## src/pkg/sensor_status_pkg.sv

```systemverilog
package sensor_status_pkg;

	// Clock and timing.
	localparam int unsigned CLK_HZ = 100_000_000;
	localparam int unsigned CYC_PER_MS = CLK_HZ / 1000;
	localparam int unsigned CYC_PER_US = CLK_HZ / 1_000_000;
	localparam int unsigned FLICKER_MS = 50;
	localparam int unsigned BLINK_MS = 200;
	localparam int unsigned FLASH_OFF_MS = 1000;
	localparam int unsigned CYC_50MS = FLICKER_MS * CYC_PER_MS;
	// Pattern steps counted in 50 ms units and 200 ms units.
	localparam int unsigned UNITS_PER_STEP = BLINK_MS / FLICKER_MS;
	localparam int unsigned SF_STEPS = 1 + FLASH_OFF_MS / BLINK_MS;
	localparam int unsigned DF_STEPS = 3 + FLASH_OFF_MS / BLINK_MS;

	// Sensor layout.
	localparam int unsigned MAX_SENSORS = 16;
	localparam int unsigned SAMPLES_NEEDED = 4;
	localparam int unsigned FILTER_DIV = 4;

	// Input image byte offsets.
	localparam logic [2:0] OFS_SENSOR_BITS_1_TO_4 = 3'h0;
	localparam logic [2:0] OFS_SENSOR_BITS_5_TO_8 = 3'h1;
	localparam logic [2:0] OFS_SENSOR_BITS_9_TO_12 = 3'h2;
	localparam logic [2:0] OFS_SENSOR_BITS_13_TO_16 = 3'h3;
	localparam logic [2:0] OFS_UNIT_STATUS_FLAGS = 3'h4;
	localparam logic [2:0] OFS_CONFIGURED_SENSOR_COUNT = 3'h5;
	localparam logic [2:0] OFS_PADDED_SENSOR_COUNT = 3'h6;

	// Status flag bit positions.
	localparam int unsigned BIT_BUSY = 0;
	localparam int unsigned BIT_SENSOR_FAULT = 1;

	// Mailbox object indices.
	localparam logic [15:0] OBJ_FILTER_TIME = 16'h3002;
	localparam logic [15:0] OBJ_DUMMY_COUNT = 16'h3004;

	// Reset values.
	localparam logic [15:0] FILTER_TIME_RST = 16'h0000;
	localparam logic [4:0] DUMMY_COUNT_RST = 5'h00;

	typedef enum logic [5:0] {
		LED_OFF = 6'b000001,
		LED_ON = 6'b000010,
		LED_FLICKER = 6'b000100,
		LED_BLINK = 6'b001000,
		LED_SINGLE = 6'b010000,
		LED_DOUBLE = 6'b100000
	} led_mode_t;

	typedef enum logic [2:0] {
		ST_CAPTURE = 3'b001,
		ST_RUN = 3'b010,
		ST_HALT = 3'b100
	} node_state_t;

endpackage

```

## src/hw/input_debounce.sv

```systemverilog
`timescale 1ns/10ps
module input_debounce
(
	// Clock and reset.
	input wire logic clk_in,
	input wire logic rst_in,
	// Control.
	input wire logic enable_in,
	input wire logic tick_in,
	// Data.
	input wire logic raw_in,
	output logic level_out
);
	import sensor_status_pkg::*;

	logic busy_q;
	logic [1:0] count_q;

	// A transition is confirmed after four quarter-time samples all show the new level.
	always_ff @(posedge clk_in or posedge rst_in)
	begin
		if (rst_in)
		begin
			level_out <= 1'b0;
			busy_q <= 1'b0;
			count_q <= 2'h0;
		end
		else if (!enable_in)
		begin
			level_out <= raw_in;
			busy_q <= 1'b0;
			count_q <= 2'h0;
		end
		else if (!busy_q)
		begin
			if (raw_in != level_out)
			begin
				busy_q <= 1'b1;
				count_q <= 2'h0;
			end
		end
		else if (tick_in)
		begin
			if (raw_in == level_out)
				busy_q <= 1'b0;
			else if (count_q == 2'(SAMPLES_NEEDED - 1))
			begin
				level_out <= raw_in;
				busy_q <= 1'b0;
			end
			else
				count_q <= count_q + 2'h1;
		end
	end
endmodule

```

## src/hw/indicator_pattern.sv

```systemverilog
`timescale 1ns/10ps
module indicator_pattern
#(
	parameter int unsigned CYC_UNIT = sensor_status_pkg::CYC_50MS
)
(
	// Clock and reset.
	input wire logic clk_in,
	input wire logic rst_in,
	// Pattern select and lamp drive.
	input wire sensor_status_pkg::led_mode_t mode_in,
	output logic led_out
);
	import sensor_status_pkg::*;

	logic [31:0] cyc_q;
	logic [1:0] sub_q;
	logic [2:0] step8_q;
	logic [2:0] step6_q;
	logic flick_q;
	led_mode_t mode_q;
	logic unit_tick;
	logic step_tick;
	logic restart;

	assign unit_tick = (cyc_q == CYC_UNIT - 1);
	assign step_tick = unit_tick && (sub_q == 2'(UNITS_PER_STEP - 1));
	assign restart = (mode_in != mode_q);

	// Counters restart on a mode change so every pattern begins with its lit phase.
	always_ff @(posedge clk_in or posedge rst_in)
	begin
		if (rst_in)
		begin
			cyc_q <= 32'h0;
			sub_q <= 2'h0;
			step8_q <= 3'h0;
			step6_q <= 3'h0;
			flick_q <= 1'b0;
			mode_q <= LED_OFF;
		end
		else
		begin
			mode_q <= mode_in;
			if (restart)
			begin
				cyc_q <= 32'h0;
				sub_q <= 2'h0;
				step8_q <= 3'h0;
				step6_q <= 3'h0;
				flick_q <= 1'b0;
			end
			else
			begin
				cyc_q <= unit_tick ? 32'h0 : cyc_q + 32'h1;
				if (unit_tick)
				begin
					flick_q <= ~flick_q;
					sub_q <= sub_q + 2'h1;
				end
				if (step_tick)
				begin
					step8_q <= (step8_q == 3'(DF_STEPS - 1)) ? 3'h0 : step8_q + 3'h1;
					step6_q <= (step6_q == 3'(SF_STEPS - 1)) ? 3'h0 : step6_q + 3'h1;
				end
			end
		end
	end

	always_ff @(posedge clk_in or posedge rst_in)
	begin
		if (rst_in)
			led_out <= 1'b0;
		else
		begin
			unique case (mode_q)
				LED_OFF: led_out <= 1'b0;
				LED_ON: led_out <= 1'b1;
				LED_FLICKER: led_out <= ~flick_q;
				LED_BLINK: led_out <= ~step8_q[0];
				LED_SINGLE: led_out <= (step6_q == 3'h0);
				LED_DOUBLE: led_out <= (step8_q == 3'h0) || (step8_q == 3'h2);
				default: led_out <= 1'b0;
			endcase
		end
	end

endmodule

```

## src/hw/sensor_slave_input_status.sv

```systemverilog
`timescale 1ns/10ps
module sensor_slave_input_status
#(
	parameter int unsigned CYC_50MS = sensor_status_pkg::CYC_50MS,
	parameter int unsigned SENSORS = sensor_status_pkg::MAX_SENSORS
)
(
	// Clock and reset.
	input wire logic clk_in,
	input wire logic rst_in,
	// Sensor outputs, index 0 is the leftmost sensor.
	input wire logic [SENSORS-1:0] first_sensor_output_in,
	input wire logic [SENSORS-1:0] second_sensor_output_in,
	// Sensor detection.
	input wire logic detect_done_in,
	input wire logic [4:0] detected_count_in,
	input wire logic [4:0] config_sensor_count_in,
	// Synchronisation mode.
	input wire logic free_run_in,
	// Mailbox object writes.
	input wire logic mbx_wr_in,
	input wire logic [15:0] mbx_index_in,
	input wire logic [15:0] mbx_data_in,
	// Input image read port.
	input wire logic image_rd_in,
	input wire logic [2:0] image_addr_in,
	output logic [7:0] image_data_out,
	// Node address.
	input wire logic [3:0] addr_sw_hundreds_in,
	input wire logic [3:0] addr_sw_tens_in,
	input wire logic [3:0] addr_sw_ones_in,
	input wire logic [15:0] tool_node_addr_in,
	input wire logic dup_addr_in,
	output logic [15:0] node_addr_out,
	output logic halted_out,
	// Error causes.
	input wire logic comm_setting_err_in,
	input wire logic sync_err_in,
	input wire logic comm_data_err_in,
	input wire logic app_watchdog_timer_to_in,
	input wire logic boot_err_in,
	input wire logic process_interface_watchdog_to_in,
	// Indicators.
	output logic err_led_out,
	output logic status_green_out,
	output logic status_red_out
);
	import sensor_status_pkg::*;

	logic [15:0] filter_time_q;
	logic [4:0] dummy_count_q;
	logic [23:0] quarter_cyc;
	logic [23:0] div_q;
	logic tick;
	logic filter_on;
	logic [2*SENSORS-1:0] raw_pairs;
	logic [2*SENSORS-1:0] level_pairs;
	logic [2*SENSORS-1:0] image_bits;
	logic [5:0] padded_sum;
	logic [4:0] padded_count;
	logic mismatch;
	logic busy;
	logic [7:0] status_byte;
	node_state_t state_q;
	logic [9:0] switch_addr_q;
	logic [9:0] switch_decoded;
	led_mode_t err_mode_q;
	logic any_err;

	// Mailbox objects that configure the filter and the dummy padding.
	always_ff @(posedge clk_in or posedge rst_in)
	begin
		if (rst_in)
			filter_time_q <= FILTER_TIME_RST;
		else if (mbx_wr_in && mbx_index_in == OBJ_FILTER_TIME)
			filter_time_q <= mbx_data_in;
	end

	always_ff @(posedge clk_in or posedge rst_in)
	begin
		if (rst_in)
			dummy_count_q <= DUMMY_COUNT_RST;
		else if (mbx_wr_in && mbx_index_in == OBJ_DUMMY_COUNT)
			dummy_count_q <= (mbx_data_in > 16'(MAX_SENSORS)) ? 5'(MAX_SENSORS)
				: mbx_data_in[4:0];
	end

	// Filter time is in microseconds; one sample every quarter of it.
	assign quarter_cyc = 24'((32'(filter_time_q) * CYC_PER_US) / FILTER_DIV);
	assign filter_on = free_run_in && (filter_time_q != 16'h0000);
	assign tick = filter_on && (div_q >= quarter_cyc - 24'h1);

	// One shared divider so all inputs sample on the same edge.
	always_ff @(posedge clk_in or posedge rst_in)
	begin
		if (rst_in)
			div_q <= 24'h0;
		else if (!filter_on || tick)
			div_q <= 24'h0;
		else
			div_q <= div_q + 24'h1;
	end

	// Pair layout: sensor n first output at bit 2n, second output at bit 2n+1.
	genvar g;
	generate
		for (g = 0; g < SENSORS; g++)
		begin : g_pair
			assign raw_pairs[2*g] = first_sensor_output_in[g];
			assign raw_pairs[2*g+1] = second_sensor_output_in[g];
		end
		for (g = 0; g < 2 * SENSORS; g++)
		begin : g_filter
			input_debounce u_debounce
			(
				.clk_in(clk_in),
				.rst_in(rst_in),
				.enable_in(filter_on),
				.tick_in(tick),
				.raw_in(raw_pairs[g]),
				.level_out(level_pairs[g])
			);
			// Slots past the configured count are dummy sensors and read as zero.
			assign image_bits[g] = (5'(g / 2) < config_sensor_count_in) ? level_pairs[g]
				: 1'b0;
		end
	endgenerate

	// One bit of headroom so a full count plus a full dummy count cannot wrap to zero.
	assign padded_sum = 6'(config_sensor_count_in) + 6'(dummy_count_q);
	assign padded_count = (padded_sum > 6'(MAX_SENSORS)) ? 5'(MAX_SENSORS) : padded_sum[4:0];
	assign busy = !detect_done_in;
	assign mismatch = detect_done_in && (detected_count_in != config_sensor_count_in);

	always_comb
	begin
		status_byte = 8'h00;
		status_byte[BIT_BUSY] = busy;
		status_byte[BIT_SENSOR_FAULT] = mismatch;
	end

	// Input image read, data registered one cycle after the request.
	always_ff @(posedge clk_in or posedge rst_in)
	begin
		if (rst_in)
			image_data_out <= 8'h00;
		else if (image_rd_in)
		begin
			unique case (image_addr_in)
				OFS_SENSOR_BITS_1_TO_4: image_data_out <= image_bits[7:0];
				OFS_SENSOR_BITS_5_TO_8: image_data_out <= image_bits[15:8];
				OFS_SENSOR_BITS_9_TO_12: image_data_out <= image_bits[23:16];
				OFS_SENSOR_BITS_13_TO_16: image_data_out <= image_bits[31:24];
				OFS_UNIT_STATUS_FLAGS: image_data_out <= status_byte;
				OFS_CONFIGURED_SENSOR_COUNT: image_data_out <= {3'h0, config_sensor_count_in};
				OFS_PADDED_SENSOR_COUNT: image_data_out <= {3'h0, padded_count};
				default: image_data_out <= 8'h00;
			endcase
		end
	end

	// Node address from three decimal switches, or from the tool address when the switches read zero.
	assign switch_decoded = 10'(addr_sw_hundreds_in) * 10'd100 + 10'(addr_sw_tens_in) * 10'd10
		+ 10'(addr_sw_ones_in);

	always_ff @(posedge clk_in or posedge rst_in)
	begin
		if (rst_in)
			state_q <= ST_CAPTURE;
		else
		begin
			unique case (state_q)
				ST_CAPTURE: state_q <= ST_RUN;
				ST_RUN: state_q <= dup_addr_in ? ST_HALT : ST_RUN;
				ST_HALT: state_q <= ST_HALT;
				default: state_q <= ST_CAPTURE;
			endcase
		end
	end

	always_ff @(posedge clk_in or posedge rst_in)
	begin
		if (rst_in)
			switch_addr_q <= 10'h000;
		else if (state_q == ST_CAPTURE)
			switch_addr_q <= switch_decoded;
	end

	always_ff @(posedge clk_in or posedge rst_in)
	begin
		if (rst_in)
			node_addr_out <= 16'h0000;
		else if (state_q == ST_CAPTURE)
			node_addr_out <= (switch_decoded != 10'h000) ? {6'h00, switch_decoded}
				: tool_node_addr_in;
		else if (switch_addr_q == 10'h000)
			node_addr_out <= tool_node_addr_in;
	end

	assign halted_out = (state_q == ST_HALT);

	// Error lamp pattern, most severe cause first.
	assign any_err = process_interface_watchdog_to_in || boot_err_in || app_watchdog_timer_to_in
		|| sync_err_in || comm_data_err_in || comm_setting_err_in || halted_out;

	always_ff @(posedge clk_in or posedge rst_in)
	begin
		if (rst_in)
			err_mode_q <= LED_OFF;
		else if (process_interface_watchdog_to_in)
			err_mode_q <= LED_ON;
		else if (boot_err_in)
			err_mode_q <= LED_FLICKER;
		else if (app_watchdog_timer_to_in)
			err_mode_q <= LED_DOUBLE;
		else if (sync_err_in || comm_data_err_in)
			err_mode_q <= LED_SINGLE;
		else if (comm_setting_err_in || halted_out)
			err_mode_q <= LED_BLINK;
		else
			err_mode_q <= LED_OFF;
	end

	indicator_pattern #(.CYC_UNIT(CYC_50MS)) u_err_lamp
	(
		.clk_in(clk_in),
		.rst_in(rst_in),
		.mode_in(err_mode_q),
		.led_out(err_led_out)
	);

	// Sensor status lamp.
	always_ff @(posedge clk_in or posedge rst_in)
	begin
		if (rst_in)
		begin
			status_green_out <= 1'b0;
			status_red_out <= 1'b0;
		end
		else
		begin
			status_green_out <= detect_done_in && !mismatch;
			status_red_out <= mismatch;
		end
	end
endmodule

```

## config.mk

```make
export PLATFORM = sky130hd
export DESIGN_NAME = sensor_slave_input_status
export DESIGN_NICKNAME = d
export VERILOG_FILES = /design/src/pkg/sensor_status_pkg.sv /design/src/hw/input_debounce.sv /design/src/hw/indicator_pattern.sv /design/src/hw/sensor_slave_input_status.sv
export SDC_FILE = /design/constraint.sdc
export NUM_CORES = 1
export LEC_CHECK = 0
export ABC_AREA = 1
export BUFFER_PORTS_ARGS = -buffer_cell sky130_fd_sc_hd__clkbuf_2
export CORE_AREA = 2 2 226 228
export DETAILED_ROUTE_END_ITERATION = 10
export DIE_AREA = 0 0 228 230
export GPL_TIMING_DRIVEN = 0
export PLACE_DENSITY = 0.59
export SLEW_MARGIN = 10
export SYNTH_ARGS = -nofsm -noshare
export SYNTH_HDL_FRONTEND = slang
export SYNTH_HIERARCHICAL = 1
export SYNTH_SLANG_ARGS = --single-unit
```

## constraint.sdc

```tcl
create_clock -name clk_in -period 14.2 [get_ports clk_in]
set_clock_uncertainty 0.15 [all_clocks]
set_input_delay 2.13 -clock clk_in [delete_from_list [all_inputs] [get_ports clk_in]]
set_output_delay 2.13 -clock clk_in [all_outputs]
set_load 0.1 [all_outputs]
```

==> results.md, run 1 <==
- Hold slack: 0.231 ns
- Worst slew pin tran: 1.15 ns
- WL final: 47900 um
- Nets: 3208
- Top Ports: 146
- Achievable Freq: 171 MHz
- Share of layout cells above drive strength 1: 15.7%
- # rows: 82
- Sinks on Clock Net: 266
- Crit path capture type: flip-flop
- Via count: 17745
- Leakage power: 11.8 nW
- Worst setup SP type: flip-flop
- Post-DP HPWL: 37300 um
- Fill cells: 4993
- Slowest-stage cell, CP: fa_1
- Hold Vio Cnt, Final: 0
- Initial antenna violation count: 3
- Synthesized Nets: 3021
- Fin crit period: 5.85 ns
- Ys Warns: 6
- Max capacitance violation total: 0
- Worst hold-check path type: reg2reg
- GR Util All Layers: 18.4%
- Latest clock arrival within the worst-skew pair: 0.53 ns
- Die W: 228 um
- First-pass GRT wire length: 80900 um
- RSZ-0062 raised after global routing: no
- Number of global-route vias before repair: 17270
- Req. time, crit path: 14.52 ns
- Core Region: 49900 sq um
- DR WL/cell: 13.2 um
- Internal: 0.00146 W
- Kind of cell adding the most delay to the critical path: adder cells
- Count of cell types in the netlist: 59
- Part of the power in registers: 37.8%
- Worst EP arrival: 6.17 ns
- P&R area growth vs syn: 14.2%
- H-tree levels: 2
- # hold bufs at CTS: 0
- DRC: 0
- Top cell by count, worst path: nand2_1
- Placed inst area: 21500 sq um
- Max-slew headroom: 23.6%
- Detailed Routing Iterations Pass 1: 5
- Max-slew violations: 0
- P_sw: 0.000789 W
- PortBufs: 144
- Clock transition at path regs: 0.06 ns
- Global route total overflow: 0
- Placed insts: 3554
- Clock root buffer: clkbuf_16
- Outcome: finished, final reports clean
- CP bufs+invs: 7
- Share of flip-flops with an asynchronous set or reset: 100%
- Vias per cell: 4.91
- Syn Inst Count: 2732
- VDD IR max: 0.0000845 V
- Comb power frac: 23.9%
- Largest net degree at the start of global routing: 106
- Fin crit share: 41.2%
- Switch share: 35.2%
- Avg Cell Area, Syn: 7.22 sq um
- Initial DRC Count: 966
- Post CTS Setup Buffer Count: 0
- PwrDens: 99.6 nW/um^2
- GP Congestion: 0.883
- Worst path max stage delay: 0.49 ns
- Seq cells post-synth: 266
- EDFF count, synth: 0
- Max Fanout on Critical Path: 34
- Main synth FF type: dfrtp_1
- Die Y: 230 um
- Post-route cell area: 22500 sq um
- Post-route ant nets: 0
- Num CTS Buffers: 35
- Initial Utilization: 39.6%
- CTS tree: yes
- Setup TNS: 0 ns
- Die ar.: 52400 sq um
- Final Non-Filler Cells: 3614
- Clock power share: 38.3%
- Seq/Total Area, Yosys: 33.7%
- Post-Syn Area: 19700 sq um
- Setup violators final: 0
- Clock buffer depth: 3
- Design Power: 0.00224 W
- Post-CTS resize count: 0
- Crit path kind: reg2reg
cell usage after synthesis, types with 3 or more instances:
master    instances  share of area [%]
nand2_1         686                 13
inv_1           390                7.4
nor2_1          276                5.2
nand3_1         264                6.7
dfrtp_1         263                 33
ha_1            152                9.6
nand2_2          98                3.1
o21ai_1          68                1.7
inv_2            51               0.97
a21oi_1          44                1.1
xor2_1           39                1.7
nor3_1           38               0.96
nor2_2           37                1.2
nand3_2          35                1.8
a21boi_1         34                1.3
clkinv_1         34               0.65
o31ai_1          34                1.3
nand4_1          28               0.89
xnor2_1          25                1.1
fa_1             19                1.9
o21ai_0          18               0.46
mux2_1            9               0.51
nor4_1            8               0.25
a31oi_1           7               0.22
buf_2             6               0.15
clkbuf_1          6               0.11
mux2_2            6               0.34
nor3b_1           4               0.15
a21o_1            3               0.11
dfstp_2           3               0.40
nor2_4            3               0.17
nor3_2            3               0.15
or2_2             3              0.095
through the flow:
stage / setup WS, ns / utilization, %
final: 8.35 / 45.2
after global routing: 7.82 / 45.2
after CTS: 8.35 / 45.2
after detailed placement: 8.39 / 43.0
after global placement: 3.37 / 42.7
after floorplan: 6.16 / -
registers in the layout, indices dropped and copies added, names as in the netlist:
signal,cells
div_q,24
dummy_count_q,5
err_mode_q,6
filter_time_q,16
g_filter.u_debounce/busy_q,32
g_filter.u_debounce/count_q,64
g_filter.u_debounce/level_out,32
image_data_out,8
node_addr_out,16
state_q,3
status_green_out,1
status_red_out,1
switch_addr_q,10
u_err_lamp/cyc_q,32
u_err_lamp/flick_q,1
u_err_lamp/led_out,1
u_err_lamp/mode_q,6
u_err_lamp/step6_q,3
u_err_lamp/step8_q,3
u_err_lamp/sub_q,2
routing by layer:
| metal | vias to the layer above | share of wire [%] | global-route usage [%] |
|---|---|---|---|
| met3 | 76 | 4.5 | 3.46 |
| met1 | 8252 | 46 | 23.6 |
| met2 | 315 | 47 | 31.4 |
| li1 | 9100 | - | - |
| met4 | 2 | 2.5 | 5.45 |
| met5 | - | 0.027 | 0 |
placed cells by master (no fill, tap or decap), types with 7 or more instances in the layout:
cell       synthesis  layout
nand2_1          686     686
inv_1            390     387
nor2_1           276     276
nand3_1          264     264
dfrtp_1          263     263
ha_1             152     152
clkbuf_2           0     144
nand2_2           98      98
o21ai_1           68      68
inv_2             51      52
a21oi_1           44      43
xor2_1            39      39
nor3_1            38      37
nor2_2            37      37
nand3_2           35      35
clkbuf_16          0      35
clkinv_1          34      34
a21boi_1          34      34
o31ai_1           34      34
nand4_1           28      28
xnor2_1           25      25
fa_1              19      19
o21ai_0           18      18
clkbuf_1           6      15
mux2_1             9       9
nor4_1             8       8
a31oi_1            7       7
area by class of cell:
cell class | count | area, sq um | share of cell area [%]
multi-input combinational | 1974 | 11200 | 49.8
sequential | 266 | 6660 | 29.5
inverter | 477 | 1800 | 8.00
clock buffer | 49 | 978 | 4.34
timing repair buffer | 150 | 856 | 3.80
tap | 672 | 841 | 3.73
clock inverter | 10 | 110 | 0.488
buffer | 15 | 75.1 | 0.333
antenna | 1 | 2.50 | 0.0111
logic make-up after synthesis:
group | synth area share, %
compound gates | 6.87
fa+ha+maj | 11.6
xor+xnor | 2.84
flops | 33.7
mux | 0.856
buf+inv | 9.48
simple gates | 34.7
worst paths after layout:
kind	start	to	slack, ns	cells past startpoint
setup / recovery	filter_time_q[1]	g_filter[22].u_debounce/count_q[1]	8.35	33
hold / removal	err_mode_q[0]	u_err_lamp/mode_q[0]	0.23	0
setup reg to reg	filter_time_q[1]	g_filter[22].u_debounce/count_q[1]	8.35	33
hold reg to reg	err_mode_q[0]	u_err_lamp/mode_q[0]	0.23	0
max in group asynchronous	rst_in	state_q[0]	10.81	3
min in group asynchronous	rst_in	g_filter[2].u_debounce/count_q[1]	2.09	2
power groups by stage:
stage	Combinational [W]	Sequential (W)	Clock, W
6_report	0.000536	0.000849	0.000861
5_1_grt	0.000589	0.000854	0.000926
4_1_cts	0.000540	0.000848	0.000895
3_5_place_dp	0.000537	0.000861	0
3_3_place_gp	0.000530	0.000859	0
2_1_floorplan	0.000239	0.00103	0
No activity file was read; power rests on OpenSTA's default activity.
==> run 2, diff against run 1 <==
--- a/config.mk
+++ b/config.mk
@@ -5,13 +5,13 @@
 export SDC_FILE = /design/constraint.sdc
 export NUM_CORES = 1
 export LEC_CHECK = 0
-export ABC_AREA = 1
+export ABC_AREA = 0
 export BUFFER_PORTS_ARGS = -buffer_cell sky130_fd_sc_hd__clkbuf_2
-export CORE_AREA = 2 2 226 228
+export CORE_AREA = 2 2 212 214
 export DETAILED_ROUTE_END_ITERATION = 10
-export DIE_AREA = 0 0 228 230
+export DIE_AREA = 0 0 214 216
 export GPL_TIMING_DRIVEN = 0
-export PLACE_DENSITY = 0.59
+export PLACE_DENSITY = 0.6
 export SLEW_MARGIN = 10
 export SYNTH_ARGS = -nofsm -noshare
 export SYNTH_HDL_FRONTEND = slang
==> constraint.sdc (replaced) <==
create_clock -name clk_in -period 5.86 [get_ports clk_in]
set_clock_uncertainty 0.15 [all_clocks]
set_input_delay 0.879 -clock clk_in [delete_from_list [all_inputs] [get_ports clk_in]]
set_output_delay 0.879 -clock clk_in [all_outputs]
set_load 0.1 [all_outputs]
==> run 2 against run 1 <==
  * Global-route usage up 0.69 points
  * Combinational power rose to 2.6 times the previous value
  * First-iteration DRC count down 19%
  * Worst hold slack worse by 0.0093 ns
  * Largest cell class unchanged
  * Via count down 19%
  * Critical endpoint is now g_filter[16].u_debounce/count_q[0]
==> results.md, run 2 <==
- Avg Cell Area, Syn: 9.53 sq um (+32%)
- DR WL/cell: 16.8 um (+27%)
- Max capacitance violation total: 0 (unchanged)
- Latest clock arrival within the worst-skew pair: 0.54 ns (about the same)
- Num CTS Buffers: 34 (-2.9%)
- Hold Vio Cnt, Final: 0 (unchanged)
- Sinks on Clock Net: 266 (unchanged)
- Reg2reg setup slack: 0.001 ns (-8.35 ns)
- PwrDens: 259 nW/um^2 (+160%)
- Ys Warns: 6 (unchanged)
- Req. time, crit path: 6.16 ns (-8.36 ns)
- P&R area growth vs syn: 25.9%
- Synth top cells by count: dfrtp_1, nand2_1, ha_1, inv_1, a21oi_1
- Hold path depth: 0 (unchanged)
- VDD IR max: 0.000433 V (+410%)
- Core Region: 43800 sq um (-12%)
- Placed insts: 2563 (-28%)
- Count of cell types in the netlist: 76 (+29%)
- Clock buffer depth: 3 (unchanged)
- RSZ-0062 raised after global routing: yes
- Commonest non-fill, non-tap cell in the layout: dfrtp_1
- Die W: 214 um (-6.1%)
- Worst setup SP type: flip-flop
- Syn Inst Count: 1818 (-33%)
- Vias per cell: 5.39 (+9.9%)
- Post-route ant nets: 0 (unchanged)
- GP Congestion: 0.825 (-6.6%)
- Post-route cell area: 21800 sq um (-3.3%)
- Synthesized Nets: 2107 (-30%)
- Via count: 14354 (-19%)
- Largest cells by area after synthesis: dfrtp_1, ha_1, nand2_1, xnor2_1, a21oi_1
- Post-synth top area cell: dfrtp_1
- Commonest cells after routing, fill and taps aside: dfrtp_1, nand2_1, clkbuf_2
- Clock root buffer: clkbuf_16
- Placed inst area: 19300 sq um (-9.9%)
- Post-DP HPWL: 31600 um (-15%)
- Crit path capture type: flip-flop
- Number of global-route vias before repair: 14565 (-16%)
- Die Y: 216 um (-6.1%)
- # hold bufs at CTS: 0 (unchanged)
- Seq cells post-synth: 266 (unchanged)
- WL final: 44600 um (-6.7%)
- GR Util All Layers: 19.0% (+0.69 points)
- Nets: 2333 (-27%)
- Final Non-Filler Cells: 2661 (-26%)
- Global route total overflow: 0 (unchanged)
- Clock transition at path regs: 0.05 ns (about the same)
- Largest reg by FF count: g_filter.u_debounce/count_q
- Worst slew pin tran: 1.17 ns (+0.0239 ns)
- Worst hold-check path type: reg2reg
- Fin crit share: 100% (+59 points)
- Initial antenna violation count: 2 (-1)
- Fin crit period: 5.86 ns (+0.00757 ns)
- Post-Syn Area: 17300 sq um (-12%)
- CTS tree: yes
- H-tree levels: 2 (unchanged)
- Crit path kind: reg2reg
- Outcome: finished, final reports clean
- Most frequent cell after synthesis: dfrtp_1
- Achievable Freq: 171 MHz (-0.13%)
- DRC: 0 (unchanged)
- Reg2reg path depth: 27 (-18%)
- Max-slew violations: 0 (unchanged)
- PortBufs: 145 (+0.69%)
- Setup violators final: 0 (unchanged)
- Detailed Routing Iterations Pass 1: 4 (-1)
- Worst EP arrival: 6.16 ns (about the same)
- Design Power: 0.00565 W (+150%)
- Largest net degree at the start of global routing: 106 (unchanged)
- Top Ports: 146 (unchanged)
- Leakage power: 9.92 nW (-16%)
- EDFF count, synth: 0 (unchanged)
- Main synth FF type: dfrtp_1
- Share of flip-flops with an asynchronous set or reset: 100% (unchanged)
- Die ar.: 46200 sq um (-12%)
- Share of layout cells above drive strength 1: 25.1% (+9.4 points)
- First-pass GRT wire length: 72800 um (-10%)
- Initial DRC Count: 784 (-19%)
- Final core utilization: 49.8% (+4.5 points)
- Initial Utilization: 39.5% (-0.066 points)
- Seq/Total Area, Yosys: 38.4% (+4.7 points)
- Max-slew headroom: 21.2% (-2.4 points)
- Synth top area share: 38.0% (+4.6 points)
- Max Fanout on Critical Path: 7 (-79%)
- # rows: 77 (-6.1%)
- Max FFs per register: 64 (unchanged)
run 2: cell families (layout without fill, tap and decap cells):
group	after synthesis	in the layout	share of synthesized area, %
flops	266	266	38.4
other cells	0	1	0
buf+inv	155	405	3.58
simple gates	676	676	21.6
fa+ha+maj	171	171	13.2
mux	33	33	2.14
xor+xnor	106	106	5.40
compound gates	411	411	15.6
run 2: where the power goes:
part	switching, W	leakage [nW]	total, W	internal (W)
sequential	0.000150	3.43	0.00215	0.00200
clock	0.000819	0.540	0.00208	0.00126
combinational	0.000974	5.95	0.00141	0.000438
total	0.00194	9.92	0.00565	0.00370
run 2: path summary, 6_finish.rpt:
check	to	from
max	g_filter[16].u_debounce/count_q[0]	filter_time_q[9]
max in group asynchronous	state_q[0]	rst_in
max reg2reg	g_filter[16].u_debounce/count_q[0]	filter_time_q[9]
min	u_err_lamp/mode_q[0]	err_mode_q[0]
min reg2reg	u_err_lamp/mode_q[0]	err_mode_q[0]
min in group asynchronous	g_filter[21].u_debounce/busy_q	rst_in
run 2: critical path, stage by stage (launching register included):
cell,delay (ns)
dfrtp_1,0.37
inv_2,0.06
ha_1,0.27
inv_1,0.06
fa_2,0.58
ha_4,0.21
ha_4,0.17
a211o_1,0.32
o31ai_2,0.27
a21oi_2,0.07
a21bo_2,0.24
buf_4,0.13
xnor2_1,0.12
ha_1,0.31
nand4_1,0.18
nor3_4,0.22
o311ai_4,0.14
o2111a_2,0.30
nor2_1,0.09
nor2_1,0.05
o22a_2,0.20
nor2_4,0.17
buf_6,0.16
buf_12,0.14
buf_16,0.15
nand2_4,0.04
or3_4,0.40
o22ai_2,0.16
run 2: metrics by stage:
step                      setup WS (ns)  setup TNS, ns  hold WS (ns)
final                           0.00145              0         0.222
after global routing             -0.246         -15.59         0.231
after CTS                       0.00267              0         0.223
after detailed placement         -0.690         -41.19         0.214
after global placement            -2.62        -319.15         0.215
after floorplan                   -1.31        -143.83         0.210
run 2: metal layers:
layer	wire, um	part of all wire (%)	global-route usage, %
met5	0	0	0
met1	20500	46	25.0
met3	1540	3.4	3.10
met4	934	2.1	5.10
met2	21600	48	32.5
run 2: what timing repair did:
item,4_1_cts,5_1_grt
endpoints found under the setup margin,119,126
gates cloned,4,3
resized for setup,16,168
pin swaps,7,96
setup buffers,23,10
run 2: final cells by class:
type,count,area (sq um)
Timing Repair Buffer,190,1380
Antenna cell,1,2.50
Sequential cell,266,6660
Inverter,119,457
Fill cell,4034,22000
Multi-Input combinational cell,1397,11300
Clock inverter,11,114
Buffer,36,174
Clock buffer,49,988
Tap cell,592,741
